`config.mk`:
```
export PLATFORM = sky130hd
export DESIGN_NAME = pup_port_ctrl
export DESIGN_NICKNAME = d
export VERILOG_FILES = /design/src/design/pup_pkg.sv /design/src/design/pup_port_slice.sv /design/src/design/pup_port_ctrl.sv
export SDC_FILE = /design/constraint.sdc
export NUM_CORES = 1
export LEC_CHECK = 0
export BUFFER_PORTS_ARGS = -buffer_cell sky130_fd_sc_hd__buf_2
export CELL_PAD_IN_SITES_DETAIL_PLACEMENT = 1
export CELL_PAD_IN_SITES_GLOBAL_PLACEMENT = 1
export CORE_ASPECT_RATIO = 1.2
export CORE_UTILIZATION = 38
export DETAILED_ROUTE_END_ITERATION = 10
export PLACE_DENSITY_LB_ADDON = 0.1
export SYNTH_ARGS = -nofsm -noshare
export SYNTH_HDL_FRONTEND = slang
export SYNTH_SLANG_ARGS = --single-unit
```
`constraint.sdc`:
```
create_clock -name core_clk -period 2.4 [get_ports core_clk]
set_input_delay 0.24 -clock core_clk [delete_from_list [all_inputs] [get_ports core_clk]]
set_output_delay 0.24 -clock core_clk [all_outputs]
set_load 0.005 [all_outputs]
```
`src/design/pup_pkg.sv`:
```
// Package: constants, selectors and carriers of the port pull-up and direction block
package pup_pkg;
    // Port geometry
    localparam int          NPORT     = 11;
    localparam int          PW        = 8;
    localparam int          NGRP      = 22;
    localparam int          NPUR      = 3;
    // Values after reset
    localparam logic [7:0]  DIR_RST   = 8'h00;
    localparam logic [7:0]  LATCH_RST = 8'h00;
    localparam logic [7:0]  PUR_RST   = 8'h00;
    localparam logic [7:0]  PUR1_BUS  = 8'h02;
    localparam logic [7:0]  PCR_RST   = 8'h00;
    localparam logic [7:0]  PM0_RST   = 8'h00;
    // Field positions
    localparam int          PU_P4LO   = 1;
    localparam int          PU_P4HI   = 0;
    localparam int          PCR_LATCH = 0;
    localparam int          WRITE_PROTECT_REG_UNLK = 2;
    localparam int          PM0_BCDIS = 7;
    // Processor mode field codes
    localparam logic [1:0]  PM_SINGLE = 2'h0;
    localparam logic [1:0]  PM_EXPAND = 2'h1;
    localparam logic [1:0]  PM_MICRO  = 2'h3;
    // Special ports and lines
    localparam int          P_LATCHRD = 1;
    localparam int          P_GUARD_A = 7;
    localparam int          P_NMI     = 8;
    localparam int          P_GUARD_B = 9;
    localparam logic [7:0]  OD_MASK   = 8'h02;
    localparam logic [7:0]  NMI_MASK  = 8'h20;
    localparam logic [7:0]  LOW_NIB   = 8'h0f;

    // Register selector of the command port
    typedef enum logic [2:0] {
        PUP_SEL_DATA,
        PUP_SEL_DIR,
        PUP_SEL_PULL,
        PUP_SEL_PCR,
        PUP_SEL_WRITE_PROTECT_REG,
        PUP_SEL_PM0
    } pup_sel_t;

    // One register access
    typedef struct packed {
        logic          wr;
        logic          rd;
        pup_sel_t      sel;
        logic [3:0]    idx;
        logic [PW-1:0] wdata;
    } pup_cmd_t;

    // Drive of one port's pads
    typedef struct packed {
        logic [PW-1:0] out;
        logic [PW-1:0] oe;
        logic [PW-1:0] pull;
    } pup_pad_t;

    // Memory expansion or microprocessor mode
    function automatic logic pup_is_bus(input logic [1:0] f);
        return (f == PM_EXPAND) || (f == PM_MICRO);
    endfunction : pup_is_bus
endpackage : pup_pkg

```
`src/design/pup_port_slice.sv`:
```
// Module: one 8-line port with direction bits, port latch, read-back and pad drive
module pup_port_slice (
    // Clock and reset
    input  wire logic                     core_clk,
    input  wire logic                     rst_n,
    input  wire logic                     dir_clr,
    // Register writes
    input  wire logic                     dir_we,
    input  wire logic                     data_we,
    input  wire logic [pup_pkg::PW-1:0]   wdata,
    input  wire logic [pup_pkg::PW-1:0]   dir_wmask,
    input  wire logic [pup_pkg::PW-1:0]   data_wmask,
    // Pad configuration
    input  wire logic                     latch_sel,
    input  wire logic [1:0]               grp_pull,
    input  wire logic [pup_pkg::PW-1:0]   pull_ok,
    input  wire logic [pup_pkg::PW-1:0]   od_mask,
    // Pins and state
    input  wire logic [pup_pkg::PW-1:0]   pin_in,
    output logic      [pup_pkg::PW-1:0]   dir,
    output logic      [pup_pkg::PW-1:0]   latch,
    output logic      [pup_pkg::PW-1:0]   rd_val,
    output pup_pkg::pup_pad_t             pad
);
    logic [pup_pkg::PW-1:0] next_dir;
    logic [pup_pkg::PW-1:0] next_latch;

    // Only unmasked bits take a write
    assign next_dir   = dir_we ? ((dir & ~dir_wmask) | (wdata & dir_wmask)) : dir;
    assign next_latch = data_we ? ((latch & ~data_wmask) | (wdata & data_wmask)) : latch;

    // Direction bits, 1 selects output, cleared by every reset
    always_ff @(posedge core_clk or negedge rst_n) begin
        if (!rst_n) begin
            dir <= pup_pkg::DIR_RST;
        end else if (dir_clr) begin
            dir <= pup_pkg::DIR_RST;
        end else begin
            dir <= next_dir;
        end
    end

    // Port latch is written whatever the direction
    always_ff @(posedge core_clk or negedge rst_n) begin
        if (!rst_n) begin
            latch <= pup_pkg::LATCH_RST;
        end else begin
            latch <= next_latch;
        end
    end

    // Read: pin for inputs, latch for outputs or when latch read-back is chosen
    assign rd_val = latch_sel ? latch : ((dir & latch) | (~dir & pin_in));

    // Pads: open-drain lines only pull low, pull-ups only on inputs
    assign pad.out  = latch & ~od_mask;
    assign pad.oe   = dir & ~(od_mask & latch);
    assign pad.pull = {{4{grp_pull[1]}}, {4{grp_pull[0]}}} & ~dir & pull_ok;
endmodule : pup_port_slice

```
`src/design/pup_port_ctrl.sv`:
```
// Module: port bank with direction, data, pull-up, read-back and bus-mode lockout
module pup_port_ctrl (
    // Clock and resets
    input  wire logic                                      core_clk,
    input  wire logic                                      rst_n,
    input  wire logic                                      soft_rst,
    input  wire logic                                      boot_mode_pin,
    // Register command port
    input  wire pup_pkg::pup_cmd_t                         cmd,
    output logic      [pup_pkg::PW-1:0]                    rd_data,
    output logic                                           rd_valid,
    // Bus controller interface
    input  wire logic [pup_pkg::NPORT-1:0][pup_pkg::PW-1:0] bus_line_mask,
    output logic      [1:0]                                processor_mode_field,
    output logic                                           bus_mode,
    output logic                                           bus_clk_oe,
    // Port pins
    input  wire logic [pup_pkg::NPORT-1:0][pup_pkg::PW-1:0] pin_in,
    output pup_pkg::pup_pad_t [pup_pkg::NPORT-1:0]         pad
);
    // Control registers
    logic [pup_pkg::NPUR-1:0][pup_pkg::PW-1:0]  pull_up_control_reg;
    logic [pup_pkg::PW-1:0]                     port_control_reg;
    logic [pup_pkg::PW-1:0]                     processor_mode_reg0;
    logic                                       direction_write_unlock;
    logic                                       boot_pending;
    // Per-port state from the slices
    logic [pup_pkg::NPORT-1:0][pup_pkg::PW-1:0] port_direction_reg;
    logic [pup_pkg::NPORT-1:0][pup_pkg::PW-1:0] port_data_reg;
    logic [pup_pkg::NPORT-1:0][pup_pkg::PW-1:0] port_rd;
    logic [pup_pkg::NPORT-1:0][pup_pkg::PW-1:0] pull_all;
    // Decoded strobes
    logic                                       wr_dir;
    logic                                       wr_data;
    logic                                       wr_pull;
    logic                                       wr_pcr;
    logic                                       wr_write_protect_reg;
    logic                                       wr_pm0;
    logic                                       port_ok;
    logic                                       auto_p4lo;
    logic [pup_pkg::NGRP-1:0]                   grp;
    logic [pup_pkg::NPUR-1:0][pup_pkg::PW-1:0]  next_pur;
    logic [pup_pkg::PW-1:0]                     next_rd;
    logic [pup_pkg::PW-1:0]                     write_protect_reg_view;

    // Mode and bus clock pin
    assign processor_mode_field = processor_mode_reg0[1:0];
    assign bus_mode   = pup_pkg::pup_is_bus(processor_mode_field);
    assign bus_clk_oe = bus_mode & ~processor_mode_reg0[pup_pkg::PM0_BCDIS];

    // Command decode
    assign port_ok = (cmd.idx < 4'(pup_pkg::NPORT));
    assign wr_dir  = cmd.wr && (cmd.sel == pup_pkg::PUP_SEL_DIR) && port_ok;
    assign wr_data = cmd.wr && (cmd.sel == pup_pkg::PUP_SEL_DATA) && port_ok;
    assign wr_pull = cmd.wr && (cmd.sel == pup_pkg::PUP_SEL_PULL);
    assign wr_pcr  = cmd.wr && (cmd.sel == pup_pkg::PUP_SEL_PCR);
    assign wr_write_protect_reg = cmd.wr && (cmd.sel == pup_pkg::PUP_SEL_WRITE_PROTECT_REG);
    assign wr_pm0  = cmd.wr && (cmd.sel == pup_pkg::PUP_SEL_PM0);

    // Leaving single-chip mode for a bus mode by a write turns on the port 4 low pull bit
    assign auto_p4lo = wr_pm0 && (processor_mode_field == pup_pkg::PM_SINGLE)
                       && pup_pkg::pup_is_bus(cmd.wdata[1:0]);

    // Pull register write, automatic set wins over a same-cycle write
    always_comb begin
        next_pur = pull_up_control_reg;
        if (wr_pull && (cmd.idx < 4'(pup_pkg::NPUR))) begin
            next_pur[cmd.idx[1:0]] = cmd.wdata;
        end
        if (auto_p4lo) begin
            next_pur[1][pup_pkg::PU_P4LO] = 1'b1;
        end
    end

    // Pull-up group map, two groups per port, low nibble first
    assign grp = {pull_up_control_reg[2][5:0],
                  pull_up_control_reg[1][7:2],
                  pull_up_control_reg[1][pup_pkg::PU_P4HI],
                  pull_up_control_reg[1][pup_pkg::PU_P4LO],
                  pull_up_control_reg[0]};

    // Pull-up registers; hardware reset value follows the boot pin
    always_ff @(posedge core_clk or negedge rst_n) begin
        if (!rst_n) begin
            pull_up_control_reg <= '0;
        end else if (boot_pending) begin
            pull_up_control_reg    <= '0;
            pull_up_control_reg[1] <= boot_mode_pin ? pup_pkg::PUR1_BUS
                                                    : pup_pkg::PUR_RST;
        end else if (soft_rst) begin
            pull_up_control_reg    <= '0;
            pull_up_control_reg[1] <= bus_mode ? pup_pkg::PUR1_BUS
                                               : pup_pkg::PUR_RST;
        end else begin
            pull_up_control_reg <= next_pur;
        end
    end

    // Processor mode register; boot pin is caught on the first edge after release
    always_ff @(posedge core_clk or negedge rst_n) begin
        if (!rst_n) begin
            processor_mode_reg0 <= pup_pkg::PM0_RST;
            boot_pending        <= 1'b1;
        end else if (boot_pending) begin
            processor_mode_reg0 <= {6'h00, boot_mode_pin ? pup_pkg::PM_MICRO
                                                         : pup_pkg::PM_SINGLE};
            boot_pending        <= 1'b0;
        end else if (wr_pm0) begin
            processor_mode_reg0 <= cmd.wdata;
        end
    end

    // Port control and direction unlock; unlock lasts exactly one further write
    always_ff @(posedge core_clk or negedge rst_n) begin
        if (!rst_n) begin
            port_control_reg       <= pup_pkg::PCR_RST;
            direction_write_unlock <= 1'b0;
        end else if (soft_rst) begin
            port_control_reg       <= pup_pkg::PCR_RST;
            direction_write_unlock <= 1'b0;
        end else begin
            if (wr_pcr) begin
                port_control_reg <= cmd.wdata;
            end
            if (wr_write_protect_reg) begin
                direction_write_unlock <= cmd.wdata[pup_pkg::WRITE_PROTECT_REG_UNLK];
            end else if (cmd.wr) begin
                direction_write_unlock <= 1'b0;
            end
        end
    end

    // One slice per port
    for (genvar p = 0; p < pup_pkg::NPORT; p++) begin : g_port
        logic [pup_pkg::PW-1:0] lock;
        logic [pup_pkg::PW-1:0] no_dir;
        logic [pup_pkg::PW-1:0] od;
        logic [pup_pkg::PW-1:0] bus_kill;
        logic [pup_pkg::PW-1:0] no_pull;
        logic                   guarded;
        logic                   sel_p;

        // Bus-owned lines are frozen only in bus modes
        assign lock     = bus_mode ? bus_line_mask[p] : '0;
        assign no_dir   = (p == pup_pkg::P_NMI) ? pup_pkg::NMI_MASK : '0;
        assign od       = ((p == pup_pkg::P_GUARD_A) || (p == pup_pkg::P_GUARD_B))
                          ? pup_pkg::OD_MASK : '0;
        assign no_pull  = od | no_dir;
        assign bus_kill = !bus_mode ? '0 :
                          (p < 4 || p == 5) ? 8'hff :
                          (p == 4) ? pup_pkg::LOW_NIB : '0;
        assign guarded  = (p == pup_pkg::P_GUARD_A) || (p == pup_pkg::P_GUARD_B);
        assign sel_p    = (cmd.idx == 4'(p));

        pup_port_slice u_slice (
            .core_clk   (core_clk),
            .rst_n      (rst_n),
            .dir_clr    (soft_rst),
            .dir_we     (wr_dir && sel_p && (!guarded || direction_write_unlock)),
            .data_we    (wr_data && sel_p),
            .wdata      (cmd.wdata),
            .dir_wmask  (~lock & ~no_dir),
            .data_wmask (~lock),
            .latch_sel  ((p == pup_pkg::P_LATCHRD) && port_control_reg[pup_pkg::PCR_LATCH]),
            .grp_pull   (grp[2*p+1 -: 2]),
            .pull_ok    (~bus_kill & ~no_pull),
            .od_mask    (od),
            .pin_in     (pin_in[p]),
            .dir        (port_direction_reg[p]),
            .latch      (port_data_reg[p]),
            .rd_val     (port_rd[p]),
            .pad        (pad[p])
        );

        assign pull_all[p] = pad[p].pull;
    end

    // Read selection
    assign write_protect_reg_view = 8'(direction_write_unlock) << pup_pkg::WRITE_PROTECT_REG_UNLK;
    assign next_rd =
        (cmd.sel == pup_pkg::PUP_SEL_DATA && port_ok) ? port_rd[cmd.idx] :
        (cmd.sel == pup_pkg::PUP_SEL_DIR && port_ok)  ? port_direction_reg[cmd.idx] :
        (cmd.sel == pup_pkg::PUP_SEL_PULL && cmd.idx < 4'(pup_pkg::NPUR))
                                                      ? pull_up_control_reg[cmd.idx[1:0]] :
        (cmd.sel == pup_pkg::PUP_SEL_PCR)             ? port_control_reg :
        (cmd.sel == pup_pkg::PUP_SEL_WRITE_PROTECT_REG)            ? write_protect_reg_view :
        (cmd.sel == pup_pkg::PUP_SEL_PM0)             ? processor_mode_reg0 : '0;

    // Read data register, valid one cycle after the request
    always_ff @(posedge core_clk or negedge rst_n) begin
        if (!rst_n) begin
            rd_data  <= '0;
            rd_valid <= 1'b0;
        end else begin
            rd_data  <= cmd.rd ? next_rd : rd_data;
            rd_valid <= cmd.rd;
        end
    end

    // Checks on pad drive and register behaviour
    chk_pull_input_only: assert property (
        @(posedge core_clk) disable iff (!rst_n)
        (pull_all & port_direction_reg) == '0)
        else $error("pull-up on an output line");

    chk_no_pull_pins: assert property (
        @(posedge core_clk) disable iff (!rst_n)
        !pull_all[7][1] && !pull_all[8][5] && !pull_all[9][1])
        else $error("pull-up on a line without one");

    chk_bus_pull_off: assert property (
        @(posedge core_clk) disable iff (!rst_n)
        bus_mode |-> (pull_all[3:0] == '0) && (pull_all[5] == '0)
                     && (pull_all[4][3:0] == 4'h0))
        else $error("bus port pulled up in bus mode");

    chk_guard_dir_hold: assert property (
        @(posedge core_clk) disable iff (!rst_n || soft_rst)
        wr_dir && (cmd.idx == 4'h7) && !direction_write_unlock
        |=> $stable(port_direction_reg[7]))
        else $error("locked direction register changed");

    chk_unlock_one_shot: assert property (
        @(posedge core_clk) disable iff (!rst_n)
        direction_write_unlock && cmd.wr && !wr_write_protect_reg |=> !direction_write_unlock)
        else $error("direction unlock outlived one write");

    chk_auto_pull_set: assert property (
        @(posedge core_clk) disable iff (!rst_n || soft_rst)
        auto_p4lo |=> pull_up_control_reg[1][pup_pkg::PU_P4LO] && bus_mode)
        else $error("port 4 low pull not set on mode change");

    chk_latch_readback: assert property (
        @(posedge core_clk) disable iff (!rst_n)
        cmd.rd && (cmd.sel == pup_pkg::PUP_SEL_DATA) && (cmd.idx == 4'h1)
        && port_control_reg[pup_pkg::PCR_LATCH]
        |=> rd_valid && (rd_data == $past(port_data_reg[1])))
        else $error("port 1 read did not return latch");

    chk_open_drain: assert property (
        @(posedge core_clk) disable iff (!rst_n)
        (!pad[7].oe[1] || !port_data_reg[7][1]) && (!pad[9].oe[1] || !port_data_reg[9][1])
        && !pad[7].out[1] && !pad[9].out[1])
        else $error("open-drain line driven high");

    chk_bclk_disable: assert property (
        @(posedge core_clk) disable iff (!rst_n)
        processor_mode_reg0[pup_pkg::PM0_BCDIS] |-> !bus_clk_oe)
        else $error("bus clock driven while disabled");

    chk_bus_dir_lock: assert property (
        @(posedge core_clk) disable iff (!rst_n || soft_rst)
        bus_mode && wr_dir && (cmd.idx == 4'h0)
        |=> ((port_direction_reg[0] ^ $past(port_direction_reg[0]))
             & $past(bus_line_mask[0])) == 8'h00)
        else $error("bus line direction changed in bus mode");

    chk_soft_dir_clear: assert property (
        @(posedge core_clk) disable iff (!rst_n)
        soft_rst |=> (port_direction_reg == '0) [*2])
        else $error("direction not cleared by reset");

    // Boot strap capture decides the first mode and pull register 1
    chk_boot_high: assert property (
        @(posedge core_clk) disable iff (!rst_n)
        boot_pending && boot_mode_pin
        |=> (pull_up_control_reg[1] == pup_pkg::PUR1_BUS) && bus_mode)
        else $error("boot high capture wrong");

    chk_boot_low: assert property (
        @(posedge core_clk) disable iff (!rst_n)
        boot_pending && !boot_mode_pin
        |=> (pull_up_control_reg[1] == pup_pkg::PUR_RST) && !bus_mode)
        else $error("boot low capture wrong");

    chk_soft_pull_value: assert property (
        @(posedge core_clk) disable iff (!rst_n)
        soft_rst && !boot_pending
        |=> pull_up_control_reg[1] == ($past(bus_mode) ? pup_pkg::PUR1_BUS : pup_pkg::PUR_RST))
        else $error("pull register 1 wrong after reset");

    chk_dir_readback: assert property (
        @(posedge core_clk) disable iff (!rst_n)
        cmd.rd && (cmd.sel == pup_pkg::PUP_SEL_DIR) && port_ok
        |=> rd_valid && (rd_data == $past(port_direction_reg[cmd.idx])))
        else $error("direction read returned wrong value");

    chk_nmi_input_only: assert property (
        @(posedge core_clk) disable iff (!rst_n)
        !port_direction_reg[pup_pkg::P_NMI][5] && !pad[pup_pkg::P_NMI].oe[5])
        else $error("input-only line driven");
endmodule : pup_port_ctrl

```
Word-level counts from Yosys, hierarchy flattened
Cells that the tools add are included.
- reductions and logical operators: 60
- $lt $le $gt $ge: 5
- eq/ne operators: 19
- mux-type cells: 65
- bitwise logic cells: 148
- operators with widths (operator ; count):
    8-bit AND ; 75
    8-bit 2-to-1 mux ; 49
    8-bit inverter ; 35
    8-bit OR ; 33
    24-bit 2-to-1 mux ; 3
    8-bit binary-select mux with 4-bit select ; 2
    1-bit logical AND ; 39
    2-bit nonzero test ; 13
    24-bit bitwise mux ; 1
    8-bit binary-select mux with 2-bit select ; 1
    8-bit demux with 2-bit select ; 1
    4-bit by 3-bit equality test with 1-bit output, second input constant ; 4
    2-bit inverter with 8-bit output ; 2
    4-bit equality test, second input constant ; 3
    4-bit by 2-bit equality test with 1-bit output, second input constant ; 2
    4-bit inverter with 8-bit output ; 1
    3-bit by 2-bit equality test with 1-bit output, second input constant ; 2
    3-bit equality test, second input constant ; 2
    2-bit 2-to-1 mux ; 3
    3-bit nonzero test ; 2
    4-bit by 5-bit less-than comparator with 1-bit output, second input constant ; 1
    2-bit by 1-bit equality test with 1-bit output, second input constant ; 2
    2-bit equality test, second input constant ; 2
    4-bit by 1-bit equality test with 1-bit output, second input constant ; 1
    14 further kinds ; 18
- output and inout bits: 277
- flip-flop bits (word level): 227
- input port bits: 197
- logic and storage cells: 329

Longest topological paths before layout
Gate-level depths: netlist (run 1).
- depth after elaboration: 9
- gate-level depth with buffers: 9
- depth with buffers taken out: 5

By module
From an unflattened synthesis (run 1), not the netlist that was laid out.
- cells, all modules: 1756
- area total of the unflattened synthesis: 15811.4 um^2
- by module, submodules not included (module ; instances ; cells each ; area each (um^2) ; sequential area each (um^2)):
    pup_port_slice ; 11 ; 108 ; 1016.0 ; 400.4
    pup_port_ctrl ; 1 ; 568 ; 4635.7 ; 1277.5

Least setup slack after synthesis (run 1)
No wires, ideal clock.
- kind: input port to flip-flop
- from: input port cmd[11] (netlist name)
- to: register g_port[7].u_slice.dir[0] (netlist name)
- cell stages on the path: 7
- buffers on the path: 2
- required time: 2268 ps
- setup time: 132 ps
- data arrival time: 1786 ps
- slack: 482 ps
- cell sequence: buf_6 > a211o_4 > or4_4 > buf_6 > nor3b_2 > mux2i_1 > nor2_1
- word-level cells in the longest chain between the ends: 5
- elaborated cells on any way between the ends: 6
- classes of those cells: 1 x order compare; 1 x eq/ne; 4 x reduce/logical
- RTL lines (what ; RTL line ; text):
    start, declared ; pup_port_ctrl.sv:9 ; input wire pup_pkg::pup_cmd_t cmd,
    4-bit less-than comparator ; pup_port_ctrl.sv:52 ; assign port_ok = (cmd.idx < 4'(pup_pkg::NPORT));
    1-bit logical AND ; pup_port_ctrl.sv:53 ; assign wr_dir = cmd.wr && (cmd.sel == pup_pkg::PUP_SEL_DIR) && port_ok;
    1-bit logical AND * (2 in series) ; pup_port_ctrl.sv:159 ; .dir_we (wr_dir && sel_p && (!guarded || direction_write_unlock)),
    2-bit nonzero test (no line) * ; -- ;
    end signal, assigned ; pup_port_slice.sv:35 ; dir <= pup_pkg::DIR_RST;
    end signal, assigned ; pup_port_slice.sv:37 ; dir <= pup_pkg::DIR_RST;
    end signal, assigned ; pup_port_slice.sv:39 ; dir <= next_dir;
    end, declared ; pup_port_slice.sv:20 ; output logic [pup_pkg::PW-1:0] dir,
Mark *: on every way between the ends. The rest lies on a longest branch, timed or not.
A chain may end at the register's enable or synchronous reset.

==> flow_metrics.tcl, run 1 <==
set metrics [dict create \
    layout_commonest_cell "buf_2" \
    post-route-period-util_pct 95.4 \
    largest_reg_flops 88 \
    clk_pin_slew_ns 0.06 \
    layout.cells.most_common_list "buf_2 (464), nand2_1 (245), dfrtp_1 (224), nor2_1 (177), mux2i_1 (164)" \
    top_register "g_port.u_slice.latch" \
    drt_wl_total_um 66900 \
    worst_clock_skew_ns 0.0189 \
    ys.flop_type "dfrtp_1" \
    avgSynthCellArea_um2 9.30 \
    setup_viol 0 \
    yosys.area.top_type "dfrtp_1" \
    rsz0062_at_grt "false" \
    multi_input_area_um2 7480 \
    dr_wl_met3_um 3850 \
    period_needed_ns 2.29 \
    worstMarginPinSlew_ns 0.677 \
    core_area_um2 35800 \
    firstDrtPassIters 5 \
    syn_area_um2 13800 \
    synth-edff-count 0 \
    port_buffers 467 \
    status "complete, no violations" \
    place.gp.congestion 0.949 \
    synth_top_area_share_pct 40.8 \
    worst_ep_required_time_ns 2.16 \
    p_leak_nw 9.36 \
    cts-htree-levels 1 \
    gr-total-overflow 0 \
    pre_cts_slack_ns 0.124 \
    die-height_um 211 \
    total_power_mw 9.61 \
    cts_root_buf "clkbuf_16" \
    crit_family "flip-flops" \
    regArea_um2 5660 \
    cts_tree "built" \
    finalHoldViolations 0 \
    area_growth_pct 28.5 \
    slowest_delay_ns 0.69 \
    worstSetupPathType "reg2out" \
    arrival_ns 2.05 \
    io_pins 474 \
    critPathMaxFanout 37 \
    die_x_um 176 \
    grt_first_pass_wirelength_um 97700 \
    crit_chain "nand2b_1, nor2_1, buf_2" \
    crit_path_end_kind "primary output" \
    ys_async_sr_fraction_pct 100 \
    clock-sinks 226 \
    start_util_pct 38.5 \
    slew_headroom_pct 54.7 \
    peakVddDrop_v 0.000373 \
    netlist_instances 1483 \
    critPathBufInv 1 \
    postRouteAntennaNets 0 \
    startpoint_type "register" \
    postCtsHoldBufs 2 \
    ys_seq_elements 226 \
    die_area_um2 37100 \
    wl_per_cell_um 27.6 \
    grt_antenna_before_repair 6 \
    row_count 76 \
    fmax_ghz 0.437 \
    drc 0 \
    layout-drive-gt1-share_pct 37.9 \
    clk_path_buf_depth 3 \
    met2_length_um 33400 \
    setup_ws_ns 0.109 \
    dp_hpwl_um 52500 \
    grt_use_total_pct 36.1 \
    nNetsFinal 2133 \
    num_vias 13700 \
    worstHoldPathType "in2reg" \
    top_layer "met5" \
    cp_slowest_cell "dfrtp_4" \
    fin_tns_setup_ns 0 \
    drt_iter0_drc 891 \
    cts-resized-gates 0 \
    drv_cap 0 \
    dp.cells 2375 \
    p_per_area_nw_per_um2 542 \
    grt_max_degree 56 \
    synthTopCellsByArea "dfrtp_1 (41%), mux2i_1 (12%), mux2_2 (8.7%)" \
    fill_cells 4280 \
    yosysSeqAreaShare_pct 41.0 \
    cts_made_buffers 25 \
    slew_violations 0 \
    grt_pass1_vias 14300 \
    met1_length_um 27000 \
    via_per_inst 5.66 \
    clock_latency_ns 0.54 \
    layout.cells.non_filler 2425 \
    ys_warn_count 0 \
    synthDistinctLibCells 61 \
    postCtsSetupRepairBufs 0 \
]
## routing by layer
| layer | track usage (%) | up-vias |
|---|---|---|
| li1 | - | 6083 |
| met1 | 44.8 | 6936 |
| met2 | 62.8 | 588 |
| met3 | 4.99 | 114 |
| met4 | 14.5 | 4 |
| met5 | 0 | - |
## kinds of logic after synthesis
logic type      count (synthesis)  share of synthesized area (%)
flops                         226                           41.0
compound gates                193                           10.2
buf+inv                       142                           5.25
other cells                     1                         0.0272
simple gates                  638                           21.0
mux                           283                           22.6
## path summary, 6_finish.rpt
path | cells after the start | slack (ns) | to | from
worst min-delay path | 1 | 0.02 | rd_valid | cmd[15]
min in group asynchronous | 2 | 0.23 | g_port[9].u_slice.dir[0] | rst_n
worst min register to register | 2 | 0.47 | pull_up_control_reg[22] | pull_up_control_reg[22]
max in group asynchronous | 3 | 1.32 | g_port[3].u_slice.dir[5] | rst_n
worst max-delay path | 3 | 0.11 | pad[28] | processor_mode_reg0[0]
worst max register to register | 6 | 0.42 | rd_data[4] | port_control_reg[0]
## worst register-to-register path, delay by kind of cell (launching register included)
| family | cells | cell delay, ns |
|---|---|---|
| AO/OA/AOI/OAI | 3 | 1.00 |
| flip-flops | 1 | 0.52 |
| buffers and inverters | 1 | 0.22 |
| AND/OR/NAND/NOR | 2 | 0.14 |
## power by group
part	internal (mW)	switching (mW)	total [mW]	leakage, nW
registers	3.95	0.164	4.11	3.10
logic	0.587	0.923	1.51	5.86
clock network	2.33	1.65	3.98	0.399
total	6.87	2.74	9.61	9.36
## Yosys cell counts (all sizes together) (10+ instances only)
cell and number:
a211oi 21, a21oi 22, a22oi 10, buf 75
clkbuf 64, dfrtp 225, mux2 107, mux2i 164
mux4 12, nand2 245, nand2b 25, nand3 89
nor2 178, nor2b 66, o21ai 33, o31ai 26
## final cells by class
type / count / area share, %
Multi-Input combinational cell: 1121 / 42.2
Sequential cell: 226 / 31.9
Timing Repair Buffer: 559 / 17.8
Clock buffer: 34 / 3.89
Tap cell: 468 / 3.30
Clock inverter: 10 / 0.734
Inverter: 3 / 0.0635
Antenna cell: 4 / 0.0565
## metrics by stage
stage | hold WS [ns] | instance area, µm² | utilization, %
2_1_floorplan | -0.0556 | 13800 | -
3_3_place_gp | 0.208 | 16900 | 47.1
3_5_place_dp | 0.203 | 16900 | 47.1
4_1_cts | 0.00662 | 17700 | 49.4
5_1_grt | 0.00269 | 17700 | 49.4
6_report | 0.0235 | 17700 | 49.5
No activity file was read; power rests on OpenSTA's default activity.
==> run 2: changes to the inputs <==
--- a/config.mk
+++ b/config.mk
@@ -9,6 +9,7 @@
 export CELL_PAD_IN_SITES_DETAIL_PLACEMENT = 1
 export CELL_PAD_IN_SITES_GLOBAL_PLACEMENT = 1
 export CORE_ASPECT_RATIO = 1.2
+export CORE_MARGIN = 4
 export CORE_UTILIZATION = 38
 export DETAILED_ROUTE_END_ITERATION = 10
 export PLACE_DENSITY_LB_ADDON = 0.1
==> run 2 against run 1 <==
  * First-iteration DRC count increased by 31%
  * Wire length is 5.0% higher
  * Core utilization rose by 0.27 points
  * Largest cell class unchanged
  * Fmax shrank 0.64%
==> flow_metrics.tcl, run 2 (same netlist as run 1, synthesis figures left out) <==
set metrics [dict create \
    status "complete, no violations" \
    switchingPower_mw 2.78 \
    startpoint_type "register" \
    cts-htree-levels 1 \
    use_met2_pct 60.3 \
    die_area_um2 39400 \
    finalHoldViolations 0 \
    slew_headroom_pct 42.4 \
    drt_iter0_drc 1169 \
    multi_input_area_um2 7480 \
    cts_root_buf "clkbuf_16" \
    layout.cells.non_filler 2433 \
    reg2reg_depth 5 \
    worst_ep_required_time_ns 2.16 \
    num_vias 14100 \
    slew_violations 0 \
    r2r-start "g_port[6].u_slice.dir[1]" \
    row_count 76 \
    layout-drive-gt1-share_pct 38.0 \
    crit_path_end_kind "primary output" \
    critPathMaxFanout 28 \
    worstMarginPinSlew_ns 0.861 \
    cts_made_buffers 26 \
    postRouteAntennaNets 0 \
    design_area_um2 17800 \
    p_per_area_nw_per_um2 541 \
    firstDrtPassIters 5 \
    place.gp.congestion 0.937 \
    grt_use_met3_pct 5.10 \
    grt_pass1_vias 14900 \
    clock_latency_ns 0.54 \
    port_buffers 467 \
    nNetsFinal 2141 \
    top_register "g_port.u_slice.latch" \
    die_x_um 182 \
    area_growth_pct 29.2 \
    clk_path_buf_depth 3 \
    io_pins 474 \
    arrival_ns 2.07 \
    layout.cells.most_common_list "buf_2 (464), nand2_1 (245), dfrtp_1 (224), nor2_1 (177), mux2i_1 (164)" \
    fill_cells 4273 \
    drt_wl_total_um 70300 \
    p_clk_share_pct 41.3 \
    grt_first_pass_wirelength_um 102000 \
    period_needed_ns 2.31 \
    grt_use_met1_pct 43.1 \
    worstSetupPathType "reg2out" \
    fin_tns_setup_ns 0 \
    largest_reg_flops 88 \
    busiest_layer "met2" \
    p_int_mw 6.87 \
    drv_cap 0 \
    placed_cell_area_um2 16900 \
    fmax_ghz 0.434 \
    dp.cells 2380 \
    worst_clock_skew_ns 0.0126 \
    min_path_cells 3 \
    hold_end "processor_mode_reg0[0]" \
    dp_hpwl_um 54700 \
    rsz0062_at_grt "false" \
    core_area_um2 35800 \
    rr_endpoint "rd_data[1]" \
    power_frac_seq_pct 42.6 \
    wl_per_cell_um 28.9 \
    worstHoldPathType "in2reg" \
    peakVddDrop_v 0.000468 \
    cts_tree "built" \
    grt_antenna_before_repair 5 \
    p_leak_nw 9.40 \
    regArea_um2 5660 \
    p_sw_share_pct 28.8 \
    r2r_setup_slack_ns 0.43 \
    drc 0 \
    clk_pin_slew_ns 0.06 \
    start_util_pct 38.5 \
    via_per_inst 5.79 \
    die-height_um 217 \
    pwr-share-comb_pct 16.1 \
    grt_max_degree 79 \
    setup_viol 0 \
    post-route-period-util_pct 96.1 \
    hp-start "boot_mode_pin" \
    grt_use_total_pct 34.3 \
    gr-total-overflow 0 \
    clock-sinks 226 \
    layout_commonest_cell "buf_2" \
]
-- run 2: cell count changes in the layout (fill, tap and decap cells not counted) --
| cell | change |
|---|---|
| bufinv_16 | -2 |
| buf_4 | +3 |
| buf_6 | +1 |
| clkbuf_1 | +3 |
| clkbuf_16 | +2 |
| clkinv_2 | -3 |
| diode_2 | -1 |
| clkbuf_8 | +2 |
| dlygate4sd3_1 | +1 |
| buf_12 | +2 |
-- run 2: critical path: stages (launching register included) --
cell	delay, ns
dfrtp_4	0.61
buf_12	0.22
nand2b_1	0.26
nor2_1	0.25
buf_2	0.16
-- run 2: power groups by stage --
stage | sequential [mW] | clock (mW) | combinational, mW
2_1_floorplan | 4.11 | 0 | 0.687
3_3_place_gp | 4.17 | 0 | 1.51
3_5_place_dp | 4.18 | 0 | 1.53
4_1_cts | 4.11 | 4.04 | 1.54
5_1_grt | 4.12 | 4.20 | 1.66
6_report | 4.11 | 3.98 | 1.56
-- run 2: worst max path at each step --
stage,startpoint,endpoint,slack [ns],cells past startpoint
after global routing,processor_mode_reg0[0],pad[97],0.05,4
after global placement,cmd[13],g_port[9].u_slice.latch[0],0.03,7
after floorplan,cmd[11],g_port[7].u_slice.dir[0],0.48,7
after CTS,processor_mode_reg0[0],pad[97],0.0008,4
final,processor_mode_reg0[0],pad[97],0.09,4
after detailed placement,cmd[13],g_port[9].u_slice.latch[7],0.03,7
-- run 2: cell type report --
| type | count | share of cell area, % |
|---|---|---|
| clock buffers | 41 | 4.37 |
| diodes | 3 | 0.0421 |
| repair buffers | 566 | 18.2 |
| multi-input cells | 1121 | 42.0 |
| well taps | 468 | 3.29 |
| flip-flops and latches | 226 | 31.8 |
| clock inverters | 5 | 0.309 |
| inverters | 3 | 0.0632 |
-- run 2: routing by layer --
layer	routed length [µm]	vias to the layer above	part of all wire (%)
met1	27900	7199	40
met3	4380	132	6.2
met4	2870	8	4.1
met2	35100	648	50
met5	43	-	0.061
li1	-	6091	-
-- run 2: per-stage QoR --
step	power (mW)	utilization [%]	hold WS, ns	setup WS [ns]
detailed placement	5.70	47.3	0.291	0.0261
global placement	5.68	47.3	0.294	0.0260
CTS	9.68	49.7	0.00749	0.000814
global route	9.98	49.7	0.0358	0.0500
finish	9.65	49.7	0.0149	0.0947
floorplan	4.80	-	-0.0556	0.482
-- run 2: what timing repair did --
action	CTS	global route
hold buffers	3	0
setup endpoints to repair	0	1
buffers inserted	0	1
resized for setup	0	0
hold endpoints to repair	73	0
==> run 3: changes to the inputs <==
--- a/config.mk
+++ b/config.mk
@@ -5,12 +5,13 @@
 export SDC_FILE = /design/constraint.sdc
 export NUM_CORES = 1
 export LEC_CHECK = 0
+export ABC_AREA = 1
 export BUFFER_PORTS_ARGS = -buffer_cell sky130_fd_sc_hd__buf_2
 export CELL_PAD_IN_SITES_DETAIL_PLACEMENT = 1
 export CELL_PAD_IN_SITES_GLOBAL_PLACEMENT = 1
 export CORE_ASPECT_RATIO = 1.2
 export CORE_MARGIN = 4
-export CORE_UTILIZATION = 38
+export CORE_UTILIZATION = 35
 export DETAILED_ROUTE_END_ITERATION = 10
 export PLACE_DENSITY_LB_ADDON = 0.1
 export SYNTH_ARGS = -nofsm -noshare
==> run 3 against run 2 <==
  * Clock power is 13% higher
  * Worst setup slack worse by 0.012 ns
  * Fmax is 0.52% lower
  * Count of clock-buffer cells in the layout is 1 lower
  * Critical path depth stayed put
  * Register-to-register slack hardly changed
  * Largest power group is now the clock network
==> flow_metrics.tcl, run 3 <==
set metrics [dict create \
    synthDistinctLibCells 32 \
    start_util_pct 35.4 \
    gr-total-overflow 0 \
    ys_async_sr_fraction_pct 100 \
    grt_pass1_vias 17900 \
    die-height_um 231 \
    synth-edff-count 0 \
    power_frac_seq_pct 39.4 \
    r2r_setup_slack_ns 0.44 \
    p_clk_share_pct 39.6 \
    ys_warn_count 0 \
    avgSynthCellArea_um2 6.41 \
    layout-drive-gt1-share_pct 23.4 \
    slew_violations 0 \
    die_area_um2 44600 \
    status "complete, no violations" \
    startpoint "processor_mode_reg0[0]" \
    layout.cells.non_filler 3275 \
    p_sw_share_pct 33.0 \
    crit_path_end_kind "primary output" \
    placed_cell_area_um2 17600 \
    largest_reg_flops 88 \
    cts_made_buffers 27 \
    finalHoldViolations 0 \
    top_register "g_port.u_slice.latch" \
    period_needed_ns 2.32 \
    worst_clock_skew_ns 0.0277 \
    rsz0062_at_grt "false" \
    dp_hpwl_um 60200 \
    reg2reg_depth 7 \
    syn_area_um2 14500 \
    peakVddDrop_v 0.000491 \
    core_area_um2 40800 \
    grt_use_total_pct 33.8 \
    pre_cts_slack_ns 0.262 \
    layout_commonest_cell "nand2_1" \
    clk_pin_slew_ns 0.07 \
    drv_cap 0 \
    row_count 81 \
    grt_antenna_before_repair 2 \
    firstDrtPassIters 6 \
    synthTopCellsByArea "dfrtp_1 (39%), nand2_1 (21%), o21ai_0 (8.7%)" \
    worstMarginPinSlew_ns 0.850 \
    ys_seq_elements 226 \
    clk_path_buf_depth 3 \
    dp.cells 3219 \
    setup_viol 0 \
    clock_latency_ns 0.57 \
    yosys.area.top_type "dfrtp_1" \
    p_per_area_nw_per_um2 609 \
    switchingPower_mw 3.75 \
    cts_root_buf "clkbuf_16" \
    cts_tree "built" \
    setup_ws_ns 0.0825 \
    worstHoldPathType "in2reg" \
    r2r-start "port_control_reg[0]" \
    slew_headroom_pct 43.3 \
    worstSetupPathType "reg2out" \
    p_leak_nw 10.1 \
    pwr-share-comb_pct 21.0 \
    grt_max_degree 93 \
    total_power_mw 11.3 \
    rr_endpoint "rd_data[1]" \
    cp_slowest_cell "dfrtp_4" \
    synth_top_area_share_pct 38.9 \
    ys.flop_type "dfrtp_1" \
    die_x_um 194 \
    crit_chain "clkinvlp_4, nand2_1, nor2_1, buf_2" \
    fmax_ghz 0.432 \
    drt_iter0_drc 1301 \
    postRouteAntennaNets 0 \
    drc 0 \
    fin_tns_setup_ns 0 \
    place.gp.congestion 0.944 \
    port_buffers 467 \
    cts-htree-levels 1 \
    wl_per_cell_um 23.9 \
    io_pins 474 \
    drt_wl_total_um 78300 \
    design_area_um2 18600 \
    critPathBufInv 2 \
    postCtsSetupRepairBufs 0 \
    yosysSeqAreaShare_pct 39.1 \
    cp.depth 4 \
    p_int_mw 7.59 \
    layout.cells.most_common_list "nand2_1 (819), buf_2 (466), inv_1 (293), o21ai_0 (250)" \
    synth_most_common_cell "nand2_1" \
    crit_family "simple AND/OR/NAND/NOR gates" \
    slowest_delay_ns 0.50 \
    arrival_ns 2.08 \
    num_vias 17400 \
    synth.top_cells.by_count "nand2_1 (819), inv_1 (295), o21ai_0 (250)" \
    clock-sinks 226 \
    area_growth_pct 28.7 \
    worst_ep_required_time_ns 2.16 \
    via_per_inst 5.32 \
    worstSetupEndpoint "pad[26]" \
    grt_first_pass_wirelength_um 115000 \
    nNetsFinal 2913 \
    fill_cells 5520 \
    critPathMaxFanout 9 \
    netlist_instances 2254 \
    post-route-period-util_pct 96.6 \
    startpoint_type "register" \
]
## run 3: cell count changes in the layout (fill, tap and decap cells not counted), moves of 18 or more
cell,delta
a211oi_1,-21
inv_1,+291
mux2_2,-107
mux2i_1,-164
nand2_1,+574
nand2b_1,-25
nand3_1,+135
nand4_1,+18
nor2_1,-35
nor2b_1,-64
o21ai_0,+217
o21ai_1,+39
o31ai_1,-25
## run 3: worst min-delay path, cell delays in order
cell and delay [ns]:
buf_2 0.08, nand2_1 0.09, nand2_1 0.08, a21oi_1 0.05
## run 3: what timing repair did
item / CTS / global route
endpoints found under the setup margin: 2 / 0
hold endpoints to repair: 76 / 0
hold buffers: 7 / 0
gates resized for setup: 1 / 0
## run 3: logic make-up after synthesis
kind of cell | after synthesis | share of synthesized area, %
compound gates | 359 | 13.1
buf+inv | 426 | 12.2
flops | 226 | 39.1
other cells | 1 | 0.0259
simple gates | 1242 | 35.5
## run 3: through the flow
stage	util, %	hold slack [ns]
floorplan	-	-0.0556
global placement	43.1	0.276
detailed placement	43.1	0.278
CTS	45.6	0.00231
global route	45.6	0.0180
finish	45.6	0.0119
## run 3: power groups by stage
stage / Clock, mW / Sequential, mW / Combinational, mW
after floorplan: 0 / 4.38 / 1.17
after global placement: 0 / 4.52 / 2.29
after detailed placement: 0 / 4.53 / 2.35
after CTS: 4.52 / 4.46 / 2.37
after global routing: 4.70 / 4.50 / 2.62
final: 4.49 / 4.47 / 2.38
## run 3: metal layers
metal  share of wire (%)  track usage, %
met5                   0               0
met4                 5.3            15.1
met3                 6.4            5.84
met2                  48            57.4
met1                  40            42.4
## run 3: how the worst min path moves through the flow
stage	start	slack (ns)	end	cells after the start
floorplan	rst_n	-0.06	direction_write_unlock	0
global placement	rst_n	0.28	g_port[7].u_slice.latch[3]	1
detailed placement	rst_n	0.28	g_port[7].u_slice.latch[3]	1
CTS	bus_line_mask[64]	0.002	g_port[8].u_slice.dir[0]	4
global route	cmd[16]	0.02	direction_write_unlock	3
finish	bus_line_mask[44]	0.01	g_port[5].u_slice.dir[4]	4
## run 3: cell type report
cell class | count | area (µm²) | area share (%)
Antenna cell | 1 | 2.50 | 0.0134
Clock inverter | 8 | 143 | 0.766
Inverter | 300 | 1130 | 6.08
Sequential cell | 226 | 5660 | 30.4
Timing Repair Buffer | 553 | 3120 | 16.8
Clock buffer | 40 | 795 | 4.27
Tap cell | 539 | 674 | 3.62
Multi-Input combinational cell | 1608 | 7080 | 38.0
